<file path="config.mk">
export PLATFORM = sky130hd
export DESIGN_NAME = arfwc_top
export DESIGN_NICKNAME = d
export VERILOG_FILES = /design/src/hw/arfwc_pkg.sv /design/src/hw/arfwc_format.sv /design/src/hw/arfwc_top.sv
export VERILOG_INCLUDE_DIRS = /design/src /design/src/hw
export SDC_FILE = /design/constraint.sdc
export NUM_CORES = 1
export LEC_CHECK = 0
export ABC_CLOCK_PERIOD_IN_PS = 7300
export BUFFER_PORTS_ARGS = -buffer_cell sky130_fd_sc_hd__buf_4
export CORE_MARGIN = 2
export CORE_UTILIZATION = 60
export CTS_CLUSTER_SIZE = 16
export DETAILED_ROUTE_END_ITERATION = 10
export GPL_TIMING_DRIVEN = 0
export PLACE_DENSITY = 0.92
export SYNTH_ARGS = -nofsm -noshare
export SYNTH_HDL_FRONTEND = slang
export SYNTH_SLANG_ARGS = --single-unit
export TNS_END_PERCENT = 10
</file>
<file path="constraint.sdc">
create_clock -name ref_clk -period 7.3 [get_ports ref_clk]
set_clock_uncertainty 0.1 [all_clocks]
set_input_delay 0.365 -clock ref_clk [delete_from_list [all_inputs] [get_ports ref_clk]]
set_output_delay 0.365 -clock ref_clk [all_outputs]
set_load 0.01 [all_outputs]
</file>
<file path="src/hw/arfwc_params.svh">
// named offsets, field positions and reset values of the result format and window block
`ifndef ARFWC_PARAMS_SVH
`define ARFWC_PARAMS_SVH

`define ARFWC_CODE_W         10
`define ARFWC_WORD_W         16
`define ARFWC_BYTE_W         8

`define ARFWC_ADDR_RESULT_LO 8'hbd
`define ARFWC_ADDR_RESULT_HI 8'hbe
`define ARFWC_ADDR_UPPER_LO  8'hc3
`define ARFWC_ADDR_UPPER_HI  8'hc4
`define ARFWC_ADDR_LOWER_LO  8'hc5
`define ARFWC_ADDR_LOWER_HI  8'hc6
`define ARFWC_ADDR_CTRL      8'he8

`define ARFWC_CTRL_LJ_BIT    0
`define ARFWC_CTRL_DIFF_BIT  1
`define ARFWC_CTRL_FLAG_BIT  3

`define ARFWC_UPPER_RST      8'hff
`define ARFWC_LOWER_RST      8'h00
`define ARFWC_RESULT_RST     16'h0000
`define ARFWC_RDATA_RST      8'h00
`define ARFWC_UNMAPPED_RD    8'h00

`endif

</file>
<file path="src/hw/arfwc_pkg.sv">
// types shared by the result format and window compare block
`include "arfwc_params.svh"

package arfwc_pkg;

  typedef struct packed {
    logic                      done;
    logic [`ARFWC_CODE_W-1:0]  code;
  } arfwc_conv_t;

  typedef struct packed {
    logic                      wrEn;
    logic                      rdEn;
    logic [`ARFWC_BYTE_W-1:0]  addr;
    logic [`ARFWC_BYTE_W-1:0]  wrData;
  } arfwc_sfr_t;

endpackage : arfwc_pkg

</file>
<file path="src/hw/arfwc_format.sv">
// placement of a raw conversion code into the 16-bit result word
`timescale 1ns/100ps
`include "arfwc_params.svh"

module arfwc_format #(
  parameter int CODE_W = `ARFWC_CODE_W
) (
  input  logic [CODE_W-1:0]        code,
  input  logic                     leftJustify,
  input  logic                     differential,
  output logic [`ARFWC_WORD_W-1:0] word
);

  localparam int PAD_W = `ARFWC_WORD_W - CODE_W;

  always_comb begin
    if (leftJustify) begin
      word = {code, {PAD_W{1'b0}}};
    end else if (differential) begin
      word = {{PAD_W{code[CODE_W-1]}}, code};
    end else begin
      word = {{PAD_W{1'b0}}, code};
    end
  end

endmodule : arfwc_format

</file>
<file path="src/hw/arfwc_top.sv">
// result formatting and window comparison with its special function registers
`timescale 1ns/100ps
`include "arfwc_params.svh"

module arfwc_top #(
  parameter int CODE_W = `ARFWC_CODE_W
) (
  input  logic                     ref_clk,
  input  logic                     resetn,
  input  arfwc_pkg::arfwc_sfr_t    sfrReq,
  input  arfwc_pkg::arfwc_conv_t   conv,
  output logic [`ARFWC_BYTE_W-1:0] sfrRdData,
  output logic                     sfrRdValid,
  output logic                     windowFlag
);
  import arfwc_pkg::*;

  logic [`ARFWC_BYTE_W-1:0] upperHighReg;
  logic [`ARFWC_BYTE_W-1:0] upperLowReg;
  logic [`ARFWC_BYTE_W-1:0] lowerHighReg;
  logic [`ARFWC_BYTE_W-1:0] lowerLowReg;
  logic                     leftJustifyReg;
  logic                     diffModeReg;
  logic                     windowFlagReg;
  logic [`ARFWC_WORD_W-1:0] resultReg;
  logic                     resultFreshReg;
  logic [`ARFWC_BYTE_W-1:0] sfrRdDataReg;
  logic [`ARFWC_BYTE_W-1:0] sfrRdData_next;
  logic                     sfrRdValidReg;
  logic [`ARFWC_WORD_W-1:0] fmtWord;
  logic [`ARFWC_WORD_W-1:0] upperWord;
  logic [`ARFWC_WORD_W-1:0] lowerWord;
  logic                     aboveUpper;
  logic                     belowLower;
  logic                     limitsInverted;
  logic                     windowHit;
  logic [`ARFWC_BYTE_W-1:0] ctrlView;

  function automatic logic wrHit(arfwc_sfr_t r, logic [`ARFWC_BYTE_W-1:0] a);
    return r.wrEn && (r.addr == a);
  endfunction : wrHit

  function automatic logic wordGreater(logic [`ARFWC_WORD_W-1:0] a,
                                       logic [`ARFWC_WORD_W-1:0] b,
                                       logic                     signedCmp);
    if (signedCmp) begin
      return $signed(a) > $signed(b);
    end
    return a > b;
  endfunction : wordGreater

  // code placement
  arfwc_format #(
    .CODE_W       (CODE_W)
  ) u_format (
    .code         (conv.code[CODE_W-1:0]),
    .leftJustify  (leftJustifyReg),
    .differential (diffModeReg),
    .word         (fmtWord)
  );

  // result capture
  always_ff @(posedge ref_clk or negedge resetn) begin
    if (!resetn) begin
      resultReg      <= `ARFWC_RESULT_RST;
      resultFreshReg <= 1'b0;
    end else begin
      resultFreshReg <= conv.done;
      if (conv.done) begin
        resultReg <= fmtWord;
      end
    end
  end

  // control bits
  always_ff @(posedge ref_clk or negedge resetn) begin
    if (!resetn) begin
      leftJustifyReg <= 1'b0;
      diffModeReg    <= 1'b0;
    end else if (wrHit(sfrReq, `ARFWC_ADDR_CTRL)) begin
      leftJustifyReg <= sfrReq.wrData[`ARFWC_CTRL_LJ_BIT];
      diffModeReg    <= sfrReq.wrData[`ARFWC_CTRL_DIFF_BIT];
    end
  end

  // limit registers
  always_ff @(posedge ref_clk or negedge resetn) begin
    if (!resetn) begin
      upperHighReg <= `ARFWC_UPPER_RST;
      upperLowReg  <= `ARFWC_UPPER_RST;
      lowerHighReg <= `ARFWC_LOWER_RST;
      lowerLowReg  <= `ARFWC_LOWER_RST;
    end else begin
      if (wrHit(sfrReq, `ARFWC_ADDR_UPPER_HI)) begin
        upperHighReg <= sfrReq.wrData;
      end
      if (wrHit(sfrReq, `ARFWC_ADDR_UPPER_LO)) begin
        upperLowReg <= sfrReq.wrData;
      end
      if (wrHit(sfrReq, `ARFWC_ADDR_LOWER_HI)) begin
        lowerHighReg <= sfrReq.wrData;
      end
      if (wrHit(sfrReq, `ARFWC_ADDR_LOWER_LO)) begin
        lowerLowReg <= sfrReq.wrData;
      end
    end
  end

  // window comparison on current result contents
  always_comb begin
    upperWord      = {upperHighReg, upperLowReg};
    lowerWord      = {lowerHighReg, lowerLowReg};
    aboveUpper     = wordGreater(resultReg, upperWord, diffModeReg);
    belowLower     = wordGreater(lowerWord, resultReg, diffModeReg);
    limitsInverted = wordGreater(lowerWord, upperWord, diffModeReg);
    if (limitsInverted) begin
      windowHit = aboveUpper && belowLower;
    end else begin
      windowHit = aboveUpper || belowLower;
    end
  end

  // sticky compare flag, set beats clear
  always_ff @(posedge ref_clk or negedge resetn) begin
    if (!resetn) begin
      windowFlagReg <= 1'b0;
    end else if (resultFreshReg && windowHit) begin
      windowFlagReg <= 1'b1;
    end else if (wrHit(sfrReq, `ARFWC_ADDR_CTRL) && !sfrReq.wrData[`ARFWC_CTRL_FLAG_BIT]) begin
      windowFlagReg <= 1'b0;
    end
  end

  // read mux
  always_comb begin
    ctrlView                        = '0;
    ctrlView[`ARFWC_CTRL_LJ_BIT]   = leftJustifyReg;
    ctrlView[`ARFWC_CTRL_DIFF_BIT] = diffModeReg;
    ctrlView[`ARFWC_CTRL_FLAG_BIT] = windowFlagReg;
    case (sfrReq.addr)
      `ARFWC_ADDR_RESULT_HI: sfrRdData_next = resultReg[`ARFWC_WORD_W-1:`ARFWC_BYTE_W];
      `ARFWC_ADDR_RESULT_LO: sfrRdData_next = resultReg[`ARFWC_BYTE_W-1:0];
      `ARFWC_ADDR_UPPER_HI:  sfrRdData_next = upperHighReg;
      `ARFWC_ADDR_UPPER_LO:  sfrRdData_next = upperLowReg;
      `ARFWC_ADDR_LOWER_HI:  sfrRdData_next = lowerHighReg;
      `ARFWC_ADDR_LOWER_LO:  sfrRdData_next = lowerLowReg;
      `ARFWC_ADDR_CTRL:      sfrRdData_next = ctrlView;
      default:               sfrRdData_next = `ARFWC_UNMAPPED_RD;
    endcase
  end

  always_ff @(posedge ref_clk or negedge resetn) begin
    if (!resetn) begin
      sfrRdDataReg  <= `ARFWC_RDATA_RST;
      sfrRdValidReg <= 1'b0;
    end else begin
      sfrRdValidReg <= sfrReq.rdEn;
      if (sfrReq.rdEn) begin
        sfrRdDataReg <= sfrRdData_next;
      end
    end
  end

  assign sfrRdData  = sfrRdDataReg;
  assign sfrRdValid = sfrRdValidReg;
  assign windowFlag = windowFlagReg;

  // checks
  chk_result_load: assert property (
    @(posedge ref_clk) disable iff (!resetn)
    conv.done |=> resultFreshReg && (resultReg == $past(fmtWord)))
    else $error("result not loaded after conversion");

  chk_single_right: assert property (
    @(posedge ref_clk) disable iff (!resetn)
    conv.done && !diffModeReg && !leftJustifyReg
    |=> resultReg == {6'h00, $past(conv.code)})
    else $error("single-ended right result wrong");

  chk_left_place: assert property (
    @(posedge ref_clk) disable iff (!resetn)
    conv.done && leftJustifyReg |=> resultReg == {$past(conv.code), 6'h00})
    else $error("left-justified result wrong");

  chk_full_scale: assert property (
    @(posedge ref_clk) disable iff (!resetn)
    conv.done && !diffModeReg && (conv.code == 10'h3ff)
    |=> resultReg == ($past(leftJustifyReg) ? 16'hffc0 : 16'h03ff))
    else $error("full-scale code misplaced");

  chk_sign_extend: assert property (
    @(posedge ref_clk) disable iff (!resetn)
    conv.done && diffModeReg && !leftJustifyReg
    |=> (resultReg[15:10] == {6{$past(conv.code[9])}}) && (resultReg[9:0] == $past(conv.code)))
    else $error("differential sign extension wrong");

  chk_flag_set: assert property (
    @(posedge ref_clk) disable iff (!resetn)
    conv.done ##1 windowHit |=> windowFlag)
    else $error("window flag not set on hit");

  chk_flag_sticky: assert property (
    @(posedge ref_clk) disable iff (!resetn)
    windowFlag && !(wrHit(sfrReq, `ARFWC_ADDR_CTRL) && !sfrReq.wrData[`ARFWC_CTRL_FLAG_BIT])
    |=> windowFlag)
    else $error("window flag dropped without clear");

  chk_flag_cause: assert property (
    @(posedge ref_clk) disable iff (!resetn)
    $rose(windowFlag) |-> $past(resultFreshReg) && $past(windowHit))
    else $error("window flag set without hit");

  chk_signed_hit: assert property (
    @(posedge ref_clk) disable iff (!resetn)
    diffModeReg && resultReg[15] && !lowerWord[15] && !limitsInverted |-> windowHit)
    else $error("signed compare ignored sign");

  chk_upper_write: assert property (
    @(posedge ref_clk) disable iff (!resetn)
    wrHit(sfrReq, `ARFWC_ADDR_UPPER_HI) ##1 sfrReq.rdEn && (sfrReq.addr == `ARFWC_ADDR_UPPER_HI)
    |=> sfrRdValid && (sfrRdData == $past(sfrReq.wrData, 2)))
    else $error("upper high byte readback wrong");

  chk_lower_write: assert property (
    @(posedge ref_clk) disable iff (!resetn)
    wrHit(sfrReq, `ARFWC_ADDR_LOWER_LO) |=> lowerLowReg == $past(sfrReq.wrData))
    else $error("lower low byte not written");

endmodule : arfwc_top

</file>
# After elaboration in Yosys (flattened, before gate mapping)
# Cells that the tools add are included.
# op_classes
magnitude_cmp,6
n_eq_ne,7
mux,13
n_reduce_logical,11
# ops
op,n
$gt A16 B16 Y1,6
$eq A8 B8 Y1 const B,7
$pmux W8 S7,1
$mux W16,2
$mux W1,10
$logic_and A1 B1 Y1,8
$reduce_bool A2 Y1,1
$logic_not A1 Y1,1
$logic_or A1 B1 Y1,1
# word_totals
ff_bits,61
word_cells,48

# Longest topological paths before layout
# depth
ltp_word,7
ltp_mapped,9
depth_no_buf,9

# Cells and area by module
# From an unflattened synthesis, not the netlist that was laid out.
# hier_totals
hier_cells,406
area_unflattened_um2,4088.9
# modules_own_cells
mod,n_inst,cells_per_inst,area_per_inst_um2
arfwc_top,1,382,3903.7
arfwc_format,1,24,185.2

# Worst setup path before layout
# Ideal clock, no wire load.
# synth_path
path_type,register to register
from,register upperHighReg[7]
to,register windowFlagReg (netlist: windowFlag)
arrival_ns,2.090
t_required_ns,7.075
setup_slack_ns,4.985
path_stages_with_launch,10
n_path_buf,0
period_less_slack_ns,2.315
cell_sequence,dfstp_2 -> inv_1 -> ha_1 -> and4_1 -> nand2_1 -> o21ai_0 -> nor4b_1 -> mux2i_1 -> maj3_2 -> o21ai_1
# synth_between
elab_chain_cells,7
# synth_lines
element,line,text
from (decl),arfwc_top.sv:18,logic [`ARFWC_BYTE_W-1:0] upperHighReg;
from (signal assigned),arfwc_top.sv:89,upperHighReg <= `ARFWC_UPPER_RST;
from (signal assigned),arfwc_top.sv:95,upperHighReg <= sfrReq.wrData;
$gt A16 B16 Y1,arfwc_top.sv:47,return $signed(a) > $signed(b);
$mux W1,arfwc_top.sv:46,if (signedCmp) begin
$mux W1,arfwc_top.sv:49,return a > b;
$logic_or A1 B1 Y1 or $logic_and A1 B1 Y1 (tied branches),"arfwc_top.sv:119, arfwc_top.sv:117",
$mux W1 (*),arfwc_top.sv:116,if (limitsInverted) begin
$logic_and A1 B1 Y1 (*),arfwc_top.sv:127,end else if (resultFreshReg && windowHit) begin
$mux W1 or $reduce_bool A2 Y1 (tied branches),--,
to (signal assigned),arfwc_top.sv:126,windowFlagReg <= 1'b0;
to (signal assigned),arfwc_top.sv:128,windowFlagReg <= 1'b1;
to (signal assigned),arfwc_top.sv:130,windowFlagReg <= 1'b0;
to (decl),arfwc_top.sv:24,logic windowFlagReg;
# Mark *: on every way between the ends. The rest lies on a longest branch, timed or not. The select of a mux whose other input is x is not followed.
# A chain may end at the register's enable or synchronous reset.

# Final worst setup path
# layout_path
from,register resultReg[11]
to,register windowFlagReg (netlist: windowFlag)
# layout_between
elab_chain_cells,7
# layout_lines
element,line,text
from (decl),arfwc_top.sv:25,logic [`ARFWC_WORD_W-1:0] resultReg;
from (signal assigned),arfwc_top.sv:65,resultReg <= `ARFWC_RESULT_RST;
from (signal assigned),arfwc_top.sv:70,resultReg <= fmtWord;
$gt A16 B16 Y1,arfwc_top.sv:47,
$mux W1,arfwc_top.sv:46,
$mux W1,arfwc_top.sv:49,
$logic_or A1 B1 Y1 or $logic_and A1 B1 Y1 (tied branches),"arfwc_top.sv:119, arfwc_top.sv:117",
$mux W1 (*),arfwc_top.sv:116,
$logic_and A1 B1 Y1 (*),arfwc_top.sv:127,
$mux W1 or $reduce_bool A2 Y1 (tied branches),--,
# Marked as above.

==> summary.txt <==
Via density: 6.43
Max-Cap Viols: 0
first-pass GRT wire length: 17.1 mm
DP Wirelength: 8.15 mm
Placement Rows: 29
Yosys cell types: 42
Routed Wire Length: 10.8 mm
vias in the first global route: 3,326
most frequent cells in the layout: 48 x ha_1, 45 x dfrtp_1, 39 x buf_4
DR vias: 3,351
Diodes inserted: 0
setup bufs post-CTS: 0
TritonCTS clock tree: done
syn_area_per_cell: 10.2 um2
Worst-Skew Late Latency: 350 ps
Hold Fails Final Rpt: 17
Worst Path Class, Setup: flop to flop
Worst Hold Slack: -12.1 ps
top-area cell type share of the netlist area: 28.5%
critical path fanouts, max: 4
worst-case clock buffer depth: 2
CP dominant cell by count: o21ai_1
core area: 6350 um2
fmax: 356 MHz
Final Slew Violations: 0
synthesized instance count: 388
worst-margin pin slew: 962 ps
Yosys top cell by area: dfrtp_1
status: finished with violations
Tot GR Track Use: 31.0%
initial antenna violation count: 0
FFs w/ async S/R, synth: 100%
setup ws final: 4490 ps
input/output buffers: 39
startpoint types: flop
Hold-fix buffers, CTS: 0
worst-path cell with the longest stage delay: dfrtp_1
CTS Buf Count: 9
CP delay by family, top: compound AO/OA/AOI/OAI gates
TritonRoute pass-1 iters: 6
HP Class: primary input to async pin
Synth-to-Final Area Change: 15.1%
peak supply drop: 0.000162 V
commonest non-fill, non-tap cell in the layout: ha_1
flops & latches, synth: 61
number of flops mapped to enable cells by yosys: 0
Reg clk slew, reported paths: 70 ps
data required time at the worst endpoint: 7460 ps
setup TNS: 0 ps
crit end category: flop
Die Ht: 85.2 um
slowest stage delay, CP: 480 ps
Die ar.: 7250 um2
Final ANT Viol Nets: 0
filler cell count: 480
post-cts resize count: 0
post-synthesis cell area: 3950 um2
H-tree depth: 3
Final Wtd Congestion: 0.981
largest net degree at the start of global routing: 62
Leak: 2.11 nW
Residual DRC: 0
Starting DRT DRC Count: 354
Tmin final: 2810 ps
Tcrit/Tclk final: 38.4%
CTS sink cnt: 61
RSZ-0062 raised after global routing: no
CP Cell Sequence: inv_1 -> ha_1 -> nand4_1 -> nor4_1 -> a21bo_2 -> a32oi_1 -> o21ai_1 -> maj3_2 -> o21ai_1
Final Net Count: 518
crit path buf inv count: 1
GR Overflow Total: 0
Initial Utilization: 62.2%
main flop type after synthesis: dfrtp_1
failing checks: negative hold slack
Root Driver: clkbuf_8
share of cells above drive strength 1: 26.4%
Horiz. Die Dim: 85.2 um
critical path arrival: 2970 ps
Ys Warns: 0
Syn Nets: 467
synth top area cells: dfrtp_1 28%, ha_1 15%, dfstp_2 11%, mux2_2 10%, a21oi_1 3.7%
dpl ws: 4620 ps
sequential share of the synthesized area: 39.1%
wire per inst: 20.7 um
Rel. slew slack: 35.3%
pwr dens: 189 nW/um2
endpoints failing setup: 0
I/O Pins: 41
[final timing paths]
check                               from           end  slack (ps)  cells after the start
max                        resultReg[11]    windowFlag        4490                      9
min                               resetn  resultReg[4]         -10                      1
max reg2reg                resultReg[11]    windowFlag        4490                      9
min reg2reg                 sfrRdData[5]  sfrRdData[5]         440                      2
max in group asynchronous         resetn  sfrRdData[1]        6610                      1
min in group ref_clk          sfrReq[16]    sfrRdValid          30                      1
[power by group]
group	internal [W]	leakage (nW)	switching [W]
clock network	0.000175	0.102	0.000132
logic	0.0000753	1.27	0.0000926
registers	0.000361	0.739	0.0000250
total	0.000612	2.11	0.000250
[flip-flops by register name, summed over array words and instances (netlist names)]
name	flops
lowerLowReg	8
lowerHighReg	8
sfrRdValid	1
sfrRdData	8
upperHighReg	8
resultReg	16
leftJustifyReg	1
upperLowReg	8
diffModeReg	1
windowFlag	1
resultFreshReg	1
[cells by family (layout without fill, tap and decap cells)]
family | Yosys count | in the layout | share of synthesized area (%)
flip-flops | 61 | 61 | 39.1
buffers and inverters | 47 | 103 | 4.56
AND/OR/NAND/NOR | 88 | 88 | 12.7
AO/OA/AOI/OAI | 95 | 95 | 14.8
adder cells (fa/ha/maj) | 49 | 49 | 15.5
multiplexers | 48 | 48 | 13.3
[per-layer routing]
metal | wire length, um | part of all wire, % | up-vias | global-route usage [%]
met5 | 0 | 0 | - | 0
met4 | 270 | 2.5 | 0 | 11.1
met3 | 829 | 7.7 | 30 | 6.81
met2 | 4980 | 46 | 157 | 48.9
met1 | 4710 | 44 | 1637 | 42.5
li1 | - | - | 1527 | -
[per-stage QoR]
stage | cell area [um2] | cells | power [W] | util [%] | hold slack, ps
after global routing | 4550 | 521 | 0.000895 | 71.6 | 27.2
final | 4550 | 521 | 0.000862 | 71.6 | -12.1
after CTS | 4550 | 521 | 0.000861 | 71.6 | 8.02
after floorplan | 3950 | 388 | 0.000485 | - | -30.6
after global placement | 4340 | 504 | 0.000545 | 68.4 | 365
after detailed placement | 4350 | 505 | 0.000555 | 68.5 | 384
[cell type report]
cell class	instances	area (um2)	area share, %
well taps	77	96.3	2.12
clock buffers	12	155	3.41
repair buffers	40	298	6.55
flip-flops and latches	61	1550	34.0
inverters	35	131	2.89
clock inverters	4	47.5	1.05
plain buffers	12	48.8	1.07
multi-input cells	280	2230	48.9
[synth_stat cells (4+ instances only)]
| library cell | number |
|---|---|
| clkbuf_1 | 8 |
| nand3_1 | 6 |
| dfstp_2 | 16 |
| mux2i_1 | 13 |
| inv_1 | 35 |
| nor4_1 | 4 |
| nor2b_1 | 6 |
| nor2_1 | 23 |
| dfrtp_1 | 45 |
| a21o_1 | 7 |
| mux2_2 | 35 |
| a31oi_1 | 8 |
| a22oi_1 | 13 |
| nand2_1 | 19 |
| nand3b_1 | 6 |
| a21oi_1 | 29 |
| nand4_1 | 9 |
| o21ai_0 | 21 |
| ha_1 | 48 |
No activity file was read; power rests on OpenSTA's default activity.
